[src/hdl/nts_map.svh]
`ifndef NTS_MAP_SVH
`define NTS_MAP_SVH
// Clock period and millisecond base, in ns
`define NTS_CLK_NS      4
`define NTS_MS_NS       1000000
// Register byte addresses
`define NTS_A_CTRL      8'h00
`define NTS_A_STATUS    8'h04
`define NTS_A_TURN      8'h08
`define NTS_A_TOLER     8'h0C
`define NTS_A_ACK       8'h10
`define NTS_A_PROC      8'h14
`define NTS_A_ABITS     8'h18
`define NTS_A_AMS       8'h1C
`define NTS_A_PHBITS    8'h20
// Parameter window 0x40..0x7C, selected by address bits 7:6
`define NTS_A_PAR_WIN   2'h1
// Parameter slots inside the window
`define NTS_P_PRE       4'h0
`define NTS_P_PHASE     4'h1
`define NTS_P_LAG       4'h2
`define NTS_P_TXTURN    4'h3
`define NTS_P_RXTURN    4'h4
`define NTS_P_DTURN     4'h5
`define NTS_P_SMALL     4'h6
`define NTS_P_TOLER     4'h7
`define NTS_P_ACK       4'h8
`define NTS_P_PROC      4'h9
`define NTS_P_MAXTX     4'hA
`define NTS_P_BITDIV    4'hB
`define NTS_P_RATE      4'hC
`define NTS_P_HOLD      4'hD
`define NTS_P_TMO       4'hE
`define NTS_P_ACC       4'hF
// Control bit positions
`define NTS_C_SYNC      0
`define NTS_C_PACKET    1
`define NTS_C_FEC       2
`define NTS_C_DISP      3
`define NTS_C_IND       4
`define NTS_C_CLR       5
// Reset values
`define NTS_CTRL_RST    5'h00
`define NTS_PAR_RST     16'h0000
// Programming limits in ms
`define NTS_PRE_MAX     16'h7530
`define NTS_PHASE_MAX   16'h2710
`define NTS_DTURN_MAX   16'h0064
// Coupled acknowledgment field lengths in bits
`define NTS_SYNC_BITS   16'h0040
`define NTS_IND_BITS    16'h0040
`define NTS_HDR_BITS    16'h00A8
`define NTS_D_PLAIN     16'h0050
`define NTS_D_FEC       16'h00A8
`define NTS_D_BOTH      16'h0180
`define NTS_MS_PER_S    24'h0003E8
`endif

[src/hdl/nts_pkg.sv]
package nts_pkg;
    // Transmit sequence phases
    typedef enum logic [2:0] {
        NTS_IDLE, NTS_TDLY, NTS_PRE, NTS_PHASE, NTS_DATA, NTS_LAST, NTS_LAG
    } nts_state_t;

    // State of the sequencer, apart from its three millisecond timers
    typedef struct packed {
        nts_state_t        st;
        logic              dclk1;
        logic              dclk2;
        logic              dclk_prev;
        logic              busy1;
        logic              busy2;
        logic [17:0]       ms_cnt;
        logic              tick;
        logic [15:0]       ms_el;
        logic [15:0]       key_ms;
        logic [15:0]       div_cnt;
        logic              phase_bit;
        logic [15:0]       phbits;
        logic              tx_bit;
        logic              take;
        logic              key;
        logic              lag_end;
        logic              lag_done;
        logic              turn_end;
        logic              mtt_hit;
        logic              clr;
        logic [4:0]        ctrl;
        logic [15:0][15:0] par;
        logic [31:0]       rdata;
        logic              div_go;
        logic              div_run;
        logic [23:0]       rem;
        logic [15:0]       quo;
    } nts_regs_t;

    // Millisecond timer state
    typedef struct packed {
        logic [15:0] cnt;
        logic        run;
        logic        done;
    } nts_tmr_t;
endpackage

[src/hdl/nts_sequencer.sv]
`timescale 1ns/1ps
`include "nts_map.svh"
module nts_sequencer #(
    parameter int MS_CYCLES = `NTS_MS_NS / `NTS_CLK_NS
) (
    // Clock and reset
    input  wire logic        i_clk,
    input  wire logic        i_rst_n,
    // Register port
    input  wire logic [7:0]  i_addr,
    input  wire logic [31:0] i_wdata,
    input  wire logic        i_wr,
    input  wire logic        i_rd,
    output logic      [31:0] o_rdata,
    // Frame source
    input  wire logic        i_tx_req,
    input  wire logic        i_tx_data,
    input  wire logic        i_tx_last,
    input  wire logic        i_tx_more,
    output logic             o_tx_take,
    // Equipment pins
    input  wire logic        i_dce_clk,
    input  wire logic        i_net_busy,
    output logic             o_key,
    output logic             o_tx_bit,
    // Access timing events
    output logic             o_lag_end,
    output logic             o_turn_end,
    output logic             o_hold_done,
    output logic             o_timeout_done,
    output logic             o_access_done
);
    nts_pkg::nts_regs_t r;
    nts_pkg::nts_regs_t n;
    logic        bit_en;
    logic        phase_over;
    logic        mtt_over;
    logic [15:0] turn_abs;
    logic [15:0] turn;
    logic [15:0] lag_less;
    logic [15:0] tol_eff;
    logic [15:0] ack_eff;
    logic [15:0] proc_eff;
    logic [15:0] ack_data;
    logic [15:0] ack_bits;
    logic [23:0] ack_num;
    logic        hold_run;
    logic        tmo_run;

    // Clamp written values to their legal ranges
    function automatic logic [15:0] nts_limit(input logic [3:0]  idx,
                                              input logic [15:0] v);
        logic [15:0] m;
        m = 16'hFFFF;
        if (idx == `NTS_P_PRE)
            m = `NTS_PRE_MAX;
        else if (idx == `NTS_P_PHASE)
            m = `NTS_PHASE_MAX;
        else if (idx == `NTS_P_DTURN)
            m = `NTS_DTURN_MAX;
        nts_limit = (v > m) ? m : v;
    endfunction

    // bit pacing from equipment or local divider
    // Sync mode paces on the sampled equipment clock, else local divider
    assign bit_en = r.ctrl[`NTS_C_SYNC] ? (r.dclk2 & ~r.dclk_prev)
                                        : (r.div_cnt == 16'h0000);
    assign phase_over = r.ctrl[`NTS_C_PACKET] ||
                        (r.ms_el >= r.par[`NTS_P_PHASE]);
    // Zero limit means no concatenation limit applies
    assign mtt_over = (r.par[`NTS_P_MAXTX] != 16'h0000) &&
                      (r.key_ms >= r.par[`NTS_P_MAXTX]);

    assign turn_abs = (r.par[`NTS_P_TXTURN] > r.par[`NTS_P_RXTURN]) ?
                      r.par[`NTS_P_TXTURN] : r.par[`NTS_P_RXTURN];
    assign turn = (turn_abs > r.par[`NTS_P_LAG]) ?
                  turn_abs - r.par[`NTS_P_LAG] : 16'h0000;
    // tolerance floor, unknown smallest lag reads 0
    assign lag_less = (r.par[`NTS_P_LAG] > r.par[`NTS_P_SMALL]) ?
                      r.par[`NTS_P_LAG] - r.par[`NTS_P_SMALL] : 16'h0000;
    assign tol_eff = (r.par[`NTS_P_TOLER] > lag_less) ?
                     r.par[`NTS_P_TOLER] : lag_less;
    assign ack_eff = (r.par[`NTS_P_ACK] > turn) ? r.par[`NTS_P_ACK] : turn;
    assign proc_eff = (r.par[`NTS_P_PROC] > turn) ?
                      r.par[`NTS_P_PROC] : turn;

    // ack data portion by coding
    // Dispersive coding alone is not a listed case and counts as plain
    assign ack_data = !r.ctrl[`NTS_C_FEC] ? `NTS_D_PLAIN :
                      (r.ctrl[`NTS_C_DISP] ? `NTS_D_BOTH : `NTS_D_FEC);
    assign ack_bits = `NTS_SYNC_BITS + `NTS_HDR_BITS + ack_data +
                      (r.ctrl[`NTS_C_IND] ? `NTS_IND_BITS : 16'h0000);
    assign ack_num = 24'(ack_bits * `NTS_MS_PER_S) +
                     {9'h000, r.par[`NTS_P_RATE][15:1]};

    // Next state of the whole block, apart from the millisecond timers
    always_comb
    begin
        n = r;
        n.tick = 1'b0;
        n.take = 1'b0;
        n.lag_end = 1'b0;
        n.turn_end = 1'b0;
        n.clr = 1'b0;
        n.div_go = 1'b0;
        n.rdata = 32'h00000000;
        // Two-stage synchronisers for the equipment pins
        n.dclk1 = i_dce_clk;
        n.dclk2 = r.dclk1;
        n.dclk_prev = r.dclk2;
        n.busy1 = i_net_busy;
        n.busy2 = r.busy1;
        if (r.ms_cnt == 18'(MS_CYCLES - 1))
        begin
            n.ms_cnt = 18'h00000;
            n.tick = 1'b1;
        end
        else
        begin
            n.ms_cnt = r.ms_cnt + 18'h00001;
        end
        if (r.tick && r.ms_el != 16'hFFFF)
            n.ms_el = r.ms_el + 16'h0001;
        if (r.tick && r.key && r.key_ms != 16'hFFFF)
            n.key_ms = r.key_ms + 16'h0001;
        // Local bit clock, idle while unkeyed
        if (!r.key || r.div_cnt == 16'h0000)
            n.div_cnt = r.par[`NTS_P_BITDIV];
        else
            n.div_cnt = r.div_cnt - 16'h0001;

        // Register writes; parameters clamp to range
        if (i_wr)
        begin
            if (i_addr == `NTS_A_CTRL)
            begin
                n.ctrl = i_wdata[4:0];
                n.clr = i_wdata[`NTS_C_CLR];
                n.div_go = 1'b1;
            end
            else if (i_addr[7:6] == `NTS_A_PAR_WIN)
            begin
                n.par[i_addr[5:2]] = nts_limit(i_addr[5:2], i_wdata[15:0]);
                n.div_go = (i_addr[5:2] == `NTS_P_RATE);
            end
        end
        // Register reads, valid in the next cycle only
        if (i_rd)
        begin
            if (i_addr[7:6] == `NTS_A_PAR_WIN)
                n.rdata = {16'h0000, r.par[i_addr[5:2]]};
            else
                case (i_addr)
                    `NTS_A_CTRL:   n.rdata = {27'h0000000, r.ctrl};
                    `NTS_A_STATUS: n.rdata = {27'h0000000, r.mtt_hit,
                                              r.key, r.st};
                    `NTS_A_TURN:   n.rdata = {16'h0000, turn};
                    `NTS_A_TOLER:  n.rdata = {16'h0000, tol_eff};
                    `NTS_A_ACK:    n.rdata = {16'h0000, ack_eff};
                    `NTS_A_PROC:   n.rdata = {16'h0000, proc_eff};
                    `NTS_A_ABITS:  n.rdata = {16'h0000, ack_bits};
                    `NTS_A_AMS:    n.rdata = {16'h0000, r.quo};
                    `NTS_A_PHBITS: n.rdata = {16'h0000, r.phbits};
                    default:       n.rdata = 32'h00000000;
                endcase
        end

        // ack time by repeated subtraction
        // Slow but tiny; takes one cycle per unit of the quotient, plus one
        if (r.div_go)
        begin
            n.rem = ack_num;
            n.quo = 16'h0000;
            n.div_run = (r.par[`NTS_P_RATE] != 16'h0000);
        end
        else if (r.div_run)
        begin
            if (r.rem >= {8'h00, r.par[`NTS_P_RATE]})
            begin
                n.rem = r.rem - {8'h00, r.par[`NTS_P_RATE]};
                n.quo = r.quo + 16'h0001;
            end
            else
            begin
                n.div_run = 1'b0;
            end
        end

        // Transmit sequence
        unique case (r.st)
            nts_pkg::NTS_IDLE:
            begin
                if (i_tx_req && !r.busy2)
                begin
                    n.st = nts_pkg::NTS_TDLY;
                    n.ms_el = 16'h0000;
                end
            end
            nts_pkg::NTS_TDLY:
            begin
                if (r.ms_el >= r.par[`NTS_P_DTURN])
                begin
                    n.key = 1'b1;
                    n.st = nts_pkg::NTS_PRE;
                    n.ms_el = 16'h0000;
                    n.key_ms = 16'h0000;
                    n.mtt_hit = 1'b0;
                    n.phbits = 16'h0000;
                    n.phase_bit = 1'b1;
                end
            end
            nts_pkg::NTS_PRE:
            begin
                if (r.ms_el >= r.par[`NTS_P_PRE])
                begin
                    n.st = nts_pkg::NTS_PHASE;
                    n.ms_el = 16'h0000;
                end
            end
            nts_pkg::NTS_PHASE, nts_pkg::NTS_DATA:
            begin
                if (bit_en)
                begin
                    if (r.st == nts_pkg::NTS_PHASE && !phase_over)
                    begin
                        n.tx_bit = r.phase_bit;
                        n.phase_bit = ~r.phase_bit;
                        n.phbits = r.phbits + 16'h0001;
                    end
                    else
                    begin
                        n.tx_bit = i_tx_data;
                        n.take = 1'b1;
                        n.st = nts_pkg::NTS_DATA;
                        if (i_tx_last && !(i_tx_more && !mtt_over))
                        begin
                            n.st = nts_pkg::NTS_LAST;
                            n.mtt_hit = i_tx_more;
                        end
                    end
                end
            end
            nts_pkg::NTS_LAST:
            begin
                if (bit_en)
                begin
                    n.key = 1'b0;
                    n.tx_bit = 1'b1;
                    n.st = nts_pkg::NTS_LAG;
                    n.ms_el = 16'h0000;
                    n.lag_done = 1'b0;
                end
            end
            nts_pkg::NTS_LAG:
            begin
                if (!r.lag_done && r.ms_el >= r.par[`NTS_P_LAG])
                begin
                    n.lag_end = 1'b1;
                    n.lag_done = 1'b1;
                end
                else if (r.lag_done && r.ms_el >= turn_abs)
                begin
                    n.turn_end = 1'b1;
                    n.st = nts_pkg::NTS_IDLE;
                end
            end
        endcase

        if (r.clr)
        begin
            n.st = nts_pkg::NTS_IDLE;
            n.ms_cnt = 18'h00000;
            n.ms_el = 16'h0000;
            n.key_ms = 16'h0000;
            n.div_cnt = 16'h0000;
            n.key = 1'b0;
            n.tx_bit = 1'b1;
            n.lag_done = 1'b0;
        end
    end

    // State register
    always_ff @(posedge i_clk or negedge i_rst_n)
    begin
        if (!i_rst_n)
        begin
            r <= '0;
            r.st <= nts_pkg::NTS_IDLE;
            r.tx_bit <= 1'b1;
            r.ctrl <= `NTS_CTRL_RST;
            r.par <= {16{`NTS_PAR_RST}};
        end
        else
        begin
            r <= n;
        end
    end

    // hold delay and timeout from lag end
    nts_ms_timer u_hold (
        .i_clk   (i_clk),
        .i_rst_n (i_rst_n),
        .i_clr   (r.clr),
        .i_start (r.lag_end),
        .i_tick  (r.tick),
        .i_limit (r.par[`NTS_P_HOLD]),
        .o_run   (hold_run),
        .o_done  (o_hold_done)
    );
    nts_ms_timer u_tmo (
        .i_clk   (i_clk),
        .i_rst_n (i_rst_n),
        .i_clr   (r.clr),
        .i_start (r.lag_end),
        .i_tick  (r.tick),
        .i_limit (r.par[`NTS_P_TMO]),
        .o_run   (tmo_run),
        .o_done  (o_timeout_done)
    );
    // Access delay runs once the timeout has passed
    nts_ms_timer u_acc (
        .i_clk   (i_clk),
        .i_rst_n (i_rst_n),
        .i_clr   (r.clr),
        .i_start (o_timeout_done),
        .i_tick  (r.tick),
        .i_limit (r.par[`NTS_P_ACC]),
        .o_run   (),
        .o_done  (o_access_done)
    );

    // Outputs straight from the state register
    assign o_rdata    = r.rdata;
    assign o_tx_take  = r.take;
    assign o_key      = r.key;
    assign o_tx_bit   = r.tx_bit;
    assign o_lag_end  = r.lag_end;
    assign o_turn_end = r.turn_end;
endmodule

[src/hdl/nts_ms_timer.sv]
`timescale 1ns/1ps
module nts_ms_timer (
    // Clock and reset
    input  wire logic        i_clk,
    input  wire logic        i_rst_n,
    // Control
    input  wire logic        i_clr,
    input  wire logic        i_start,
    input  wire logic        i_tick,
    input  wire logic [15:0] i_limit,
    // Status
    output logic             o_run,
    output logic             o_done
);
    nts_pkg::nts_tmr_t r;
    nts_pkg::nts_tmr_t n;

    // Count ms ticks up to the limit, then pulse done
    always_comb
    begin
        n = r;
        n.done = 1'b0;
        if (i_clr)
        begin
            n = '0;
        end
        else if (i_start)
        begin
            n.run = 1'b1;
            n.cnt = 16'h0000;
        end
        else if (r.run)
        begin
            if (r.cnt >= i_limit)
            begin
                n.run = 1'b0;
                n.done = 1'b1;
            end
            else if (i_tick)
            begin
                n.cnt = r.cnt + 16'h0001;
            end
        end
    end

    // State register
    always_ff @(posedge i_clk or negedge i_rst_n)
    begin
        if (!i_rst_n)
            r <= '0;
        else
            r <= n;
    end

    assign o_run  = r.run;
    assign o_done = r.done;
endmodule

[config.mk]
export PLATFORM = sky130hd
export DESIGN_NAME = nts_sequencer
export DESIGN_NICKNAME = d
export VERILOG_FILES = /design/src/hdl/nts_pkg.sv /design/src/hdl/nts_sequencer.sv /design/src/hdl/nts_ms_timer.sv
export VERILOG_INCLUDE_DIRS = /design/src /design/src/hdl
export SDC_FILE = /design/constraint.sdc
export NUM_CORES = 2
export LEC_CHECK = 0
export ABC_AREA = 1
export BUFFER_PORTS_ARGS = -buffer_cell sky130_fd_sc_hd__buf_2
export CORE_UTILIZATION = 50
export CTS_CLUSTER_SIZE = 10
export DETAILED_ROUTE_END_ITERATION = 12
export GPL_ROUTABILITY_DRIVEN = 1
export PLACE_DENSITY = 0.72
export SYNTH_ARGS = -nofsm -noshare
export SYNTH_HDL_FRONTEND = slang
export SYNTH_SLANG_ARGS = --single-unit
[constraint.sdc]
create_clock -name i_clk -period 4.6 [get_ports i_clk]
set_input_delay 0.92 -clock i_clk [delete_from_list [all_inputs] [get_ports i_clk]]
set_output_delay 0.92 -clock i_clk [all_outputs]
set_load 0.05 [all_outputs]
# Word-level counts from Yosys, hierarchy flattened
# Index checks and enable logic that the tools add are counted.
totals:
  rom_bits: 0
  memories: 0
  reg_bits: 489
  output_inout_bits: 40
  latchBits: 0
  elab_cells: 285
  ramBits: 0
classes:
  add_sub_neg: 15
  shifts: 0
  n_mul: 1
  eq_ne: 38
  n_lt_le_gt_ge: 19
  n_reduce_logical: 49
  n_mux: 107
  bitwise: 4
  n_div: 0
ops:
  columns: ["cell", "count"]
  rows:
  - ["2-to-1 mux 256 bit", 2]
  - ["2-to-1 mux 16 bit", 30]
  - ["2-to-1 mux 262 bit", 1]
  - ["bitwise mux 256 bit", 1]
  - [">= comparator 16 bit", 9]
  - ["2-to-1 mux 18 bit", 8]
  - ["case mux 16 bit (9 select lines)", 1]
  - ["adder 16 x 1 -> 16 bit, second input constant", 7]
  - ["> comparator 16 bit", 7]
  - ["2-to-1 mux 17 bit", 5]
  - ["2-to-1 mux 41 bit", 2]
  - ["binary-select mux 16 bit (select 4 bit)", 1]
  - ["demux 16 bit (select 4 bit)", 1]
  - ["case mux 16 bit (4 select lines)", 1]
  - ["2-to-1 mux 48 bit", 1]
  - ["2-to-1 mux 40 bit", 1]
  - ["inequality test 3 bit, second input constant", 12]
  - ["case mux 17 bit (2 select lines)", 1]
  - ["== test 8 x 5 -> 1 bit, second input constant", 4]
  - ["2-to-1 mux 32 bit", 1]
  - ["inequality test 16 bit, second input constant", 2]
  - ["nonzero test 16 bit", 2]
  - ["subtractor 16 bit", 2]
  - ["2-to-1 mux 1 bit", 27]
  - ["other kinds (47)", 104]

# Depth between registers and ports, before layout
logic_depth:
  ltp_word: 13
  mapped_depth: 41
  ltp_nobuf: 40

# By module
# Synthesis repeated with hierarchy kept, for this count alone.
unflattened:
  cells_unflattened: 5178
  hier_area_um2: 37006.7
by_module_without_submodules:
  columns: ["module", "area_per_inst_um2", "instances", "seq_area_each_um2", "cells_each"]
  rows:
  - ["nts_sequencer", 31672.9, 1, 10486.3, 4443]
  - ["nts_ms_timer", 1778.0, 3, 450.4, 245]

# Worst setup path before layout
# No wires, ideal clock.
synth_timing:
  path_kind: "register -> register"
  start: "reg (tool-made name)"
  end: "reg r, in the netlist o_rdata[9]"
  setup_ns: 0.113
  synth_period_minus_slack_ns: 4.985
  arrival_time_ns: 4.872
  path_stages_with_launch: 36
  t_required_ns: 4.487
  setup_slack_ns: -0.385
  cell_sequence: "dfrtp_1 > ha_1 > a21oi_1 > nor2_1 > a211oi_1 > nor2_1 > nor3_1 > nand3_1 > nand2_1 > clkbuf_1 > nand2_1 > o21ai_0 > inv_1 > ha_1 > fa_1 > o21ai_2 > nand2_1 > nand2_1 > nand2_1 > nand2_2 > nand2_4 > inv_4 > buf_12 > nand3_2 > ha_1 > nand4_1 > nor3_1 > nand3_1 > nand2_1 > clkinv_1 > nor2_1 > nor2_1 > nor2_1 > nand3_1 > nand2_1 > inv_1"
synth_rtl:
  columns: ["element", "line", "source"]
  rows:
  - ["to (signal assigned)", "nts_sequencer.sv:295", "r <= n;"]
  - ["to (decl)", "nts_sequencer.sv:33", "nts_pkg::nts_regs_t r;"]

==> out/qor.yml <==
synthArstFlopShare: 1.00
dp_hpwl_um: 90200
yosysSeqAreaShare: 0.342
finalSetupViolCount: 16
design_area_um2: 40100
fin_cells: 5993
synthCells: 4847
dpl_cell_area_um2: 36900
crit_arrival_ns: 5.75
synth_top_family_by_area: "simple AND/OR/NAND/NOR gates"
cts_tree: "yes"
min_path_type: "in2reg"
ff2ff_path_depth: 35
outcome: "finished, violations left"
end_kind: "flop"
clock_sinks: 473
finish.utilization: 0.586
ys_top_cells_by_area: "dfrtp_1 (34%), nand2_1 (14%), ha_1 (12%)"
via_count: 34588
grt_use_total: 0.340
grt_start_max_net_pins: 101
synth_area_um2: 34600
start_kind: "flop"
synth_top_area_cell: "dfrtp_1"
start_util: 0.505
grt_antenna_before_repair: 7
cp.depth: 35
boundaryPins: 90
routedWlPerCell_um: 20.1
violations: "DRC, setup timing"
synth_simple_gate_area_frac: 0.268
finalCriticalPeriod_ns: 5.22
clock_path_buffers: 3
drt-total-wl_um: 121000
fill_cells: 6235
worst_path_max_delay_cell: "dfrtp_1"
vias_per_cell: 5.77
p_per_area_nw_per_um2: 523
reg2reg_slack_ns: -0.62
clk_pin_slew_ns: 0.06
finalHoldViolCount: 0
post-route-period-util: 1.14
muxShareOfSynthArea: 0
cpMostUsedCell: "nand2_2"
cts_root_buf: "clkbuf_16"
rows: 96
finalClockSkew_ns: 0.0531
crit_type: "reg2reg"
gp_congestion: 1.07
fmax_mhz: 191
synth_cell_types: 57
leakagePower_nw: 20.2
syn_avg_cell_area_um2: 7.13
pre_cts_slack_ns: -0.734
dpl.cell_count: 5851
grt_pass1_vias: 32374
maxSlewHeadroom: 0.346
maxSlewViolCount: 0
synth_adder_area_share: 0.125
h-tree-depth: 2
area_growth_pct: 16.1
firstDrtPassIters: 12
die_w_um: 265
die_h_um: 265
numCtsBuffers: 57
crit_path_max_fanout: 7
num-nets-final: 5461
dr.first_iter.drc_count: 3878
drc: 2
synth.top_cell.area_share: 0.342
crit_path_max_incr_delay_ns: 0.39
power_mw: 21.0
fp.coreArea_um2: 68500
synth-compound-area-share: 0.147
layout_setup_ws_ns: -0.625
ant_nets: 0
drv_cap: 0
die-area_um2: 70200
crit_end: "o_rdata[13]"
io_buffers: 57
synth_edf_count: 0
grt.overflow.total: 0
irDropWorstVdd_v: 0.000418
synthFlopType: "dfrtp_1"
grt_pass1_wl_um: 185000
synth_xor_area_frac: 0.0213
ys_seq_elements: 473
rsz0062_at_grt: "yes"
worst_pin_slew_ns: 0.981
insertion_delay_ns: 0.68
post_route_cells_drive_above_1_share: 0.127
worstReg2RegEnd: "o_rdata[13]"
cp_top_family: "simple AND/OR/NAND/NOR gates"
critPathRequiredTime_ns: 5.12
yosys_warnings: 0
crit_buf_inv: 6
## final cells by class
cell class	count	area (um^2)	area share
antenna	3	7.51	0.000187
clock buffer	83	1620	0.0402
clock inverter	10	125	0.00312
inverter	654	2480	0.0618
multi-input combinational	3563	20400	0.509
sequential	473	11800	0.295
tap	882	1100	0.0275
timing repair buffer	324	2550	0.0636
timing repair inverter	1	5.00	0.000125
## power breakdown
part	leakage, nW	switching, mW	internal (mW)
sequential	6.03	0.696	4.77
combinational	13.3	6.58	4.61
clock	0.851	1.88	2.47
## routing by layer
metal / global-route usage / vias to the layer above / wire [um]
met5: 0 / - / 27
met4: 0.183 / 4 / 7800
met3: 0.0792 / 399 / 12300
met2: 0.524 / 1723 / 52100
met1: 0.443 / 16060 / 48500
li1: - / 16402 / -
## cells in the final DEF (no fill, tap or decap), types with 10 or more instances in the layout
cell and count:
o22ai_1 141, a21oi_2 18, conb_1 17, nor2_1 384, buf_4 241, fa_1 10, xnor2_1 33, nor4_1 14
nand2_2 48, dfrtp_1 472, inv_1 609, nor2_4 10, o21ai_1 43, xor2_1 50, a21oi_1 223, buf_6 11
or2_2 12, nand2_1 1230, nor2_2 21, o21ai_0 345, clkbuf_1 18, ha_4 28, buf_2 56, nor3_1 133
ha_1 297, o21bai_1 20, nand3_1 211, nand4_1 73, nand3b_1 19, o21ai_2 22, inv_2 34, nand2_4 10
clkbuf_16 61, a31oi_1 44, o211ai_1 10, o21a_1 18
## logic make-up after synthesis
group | Yosys count
DFF | 473
adders and majority gates | 337
AOI/OAI and AO/OA | 920
buffers and inverters | 829
and+or+nand+nor | 2203
other | 1
xor gates and xnor gates | 84
## worst register-to-register path: cells and delay by family, from the launching register on
| family | cells | cell delay (ns) |
|---|---|---|
| simple gates | 19 | 2.13 |
| compound gates | 6 | 0.95 |
| fa+ha+maj | 4 | 0.94 |
| buf+inv | 6 | 0.69 |
| flops | 1 | 0.39 |
## timing repair
action,4_1_cts,5_1_grt
gates resized for setup,127,117
setup buffers,23,15
hold buffers,0,0
cloned,5,4
pin swaps,42,78
setup endpoints to repair,16,18
## per-stage QoR
| step | setup TNS [ns] | hold WS, ns |
|---|---|---|
| after floorplan | 0 | 0.331 |
| after global placement | -9.85 | 0.334 |
| after detailed placement | -10.81 | 0.339 |
| after CTS | -4.84 | 0.341 |
| after global routing | -12.09 | 0.347 |
| final | -8.94 | 0.342 |
## how the worst min path moves through the flow
stage / slack, ns / from / endpoint / cells past startpoint
global placement: 0.33 / n[430] / n[429] / 0
global route: 0.35 / i_net_busy / n[427] / 1
CTS: 0.34 / i_dce_clk / n[430] / 1
finish: 0.34 / i_dce_clk / n[430] / 1
floorplan: 0.33 / n[430] / n[429] / 0
detailed placement: 0.34 / n[430] / n[429] / 0
## synthesized netlist by cell type, types with 13 or more instances
| cell | n |
|---|---|
| o22ai_1 | 141 |
| inv_1 | 621 |
| nand2_1 | 1274 |
| or2_2 | 13 |
| a21oi_1 | 244 |
| a31oi_1 | 44 |
| xnor2_1 | 34 |
| dfrtp_1 | 472 |
| clkbuf_1 | 68 |
| buf_4 | 38 |
| inv_2 | 22 |
| nor2_1 | 406 |
| nand3b_1 | 19 |
| o21ai_0 | 375 |
| o21bai_1 | 21 |
| buf_2 | 51 |
| nand2_2 | 13 |
| xor2_1 | 50 |
| nor3_1 | 135 |
| o21a_1 | 18 |
| nand3_1 | 221 |
| ha_1 | 325 |
| nand4_1 | 73 |
| o21ai_1 | 31 |
| nor4_1 | 14 |
| buf_1 | 15 |
No activity file was read; power rests on OpenSTA's default activity.
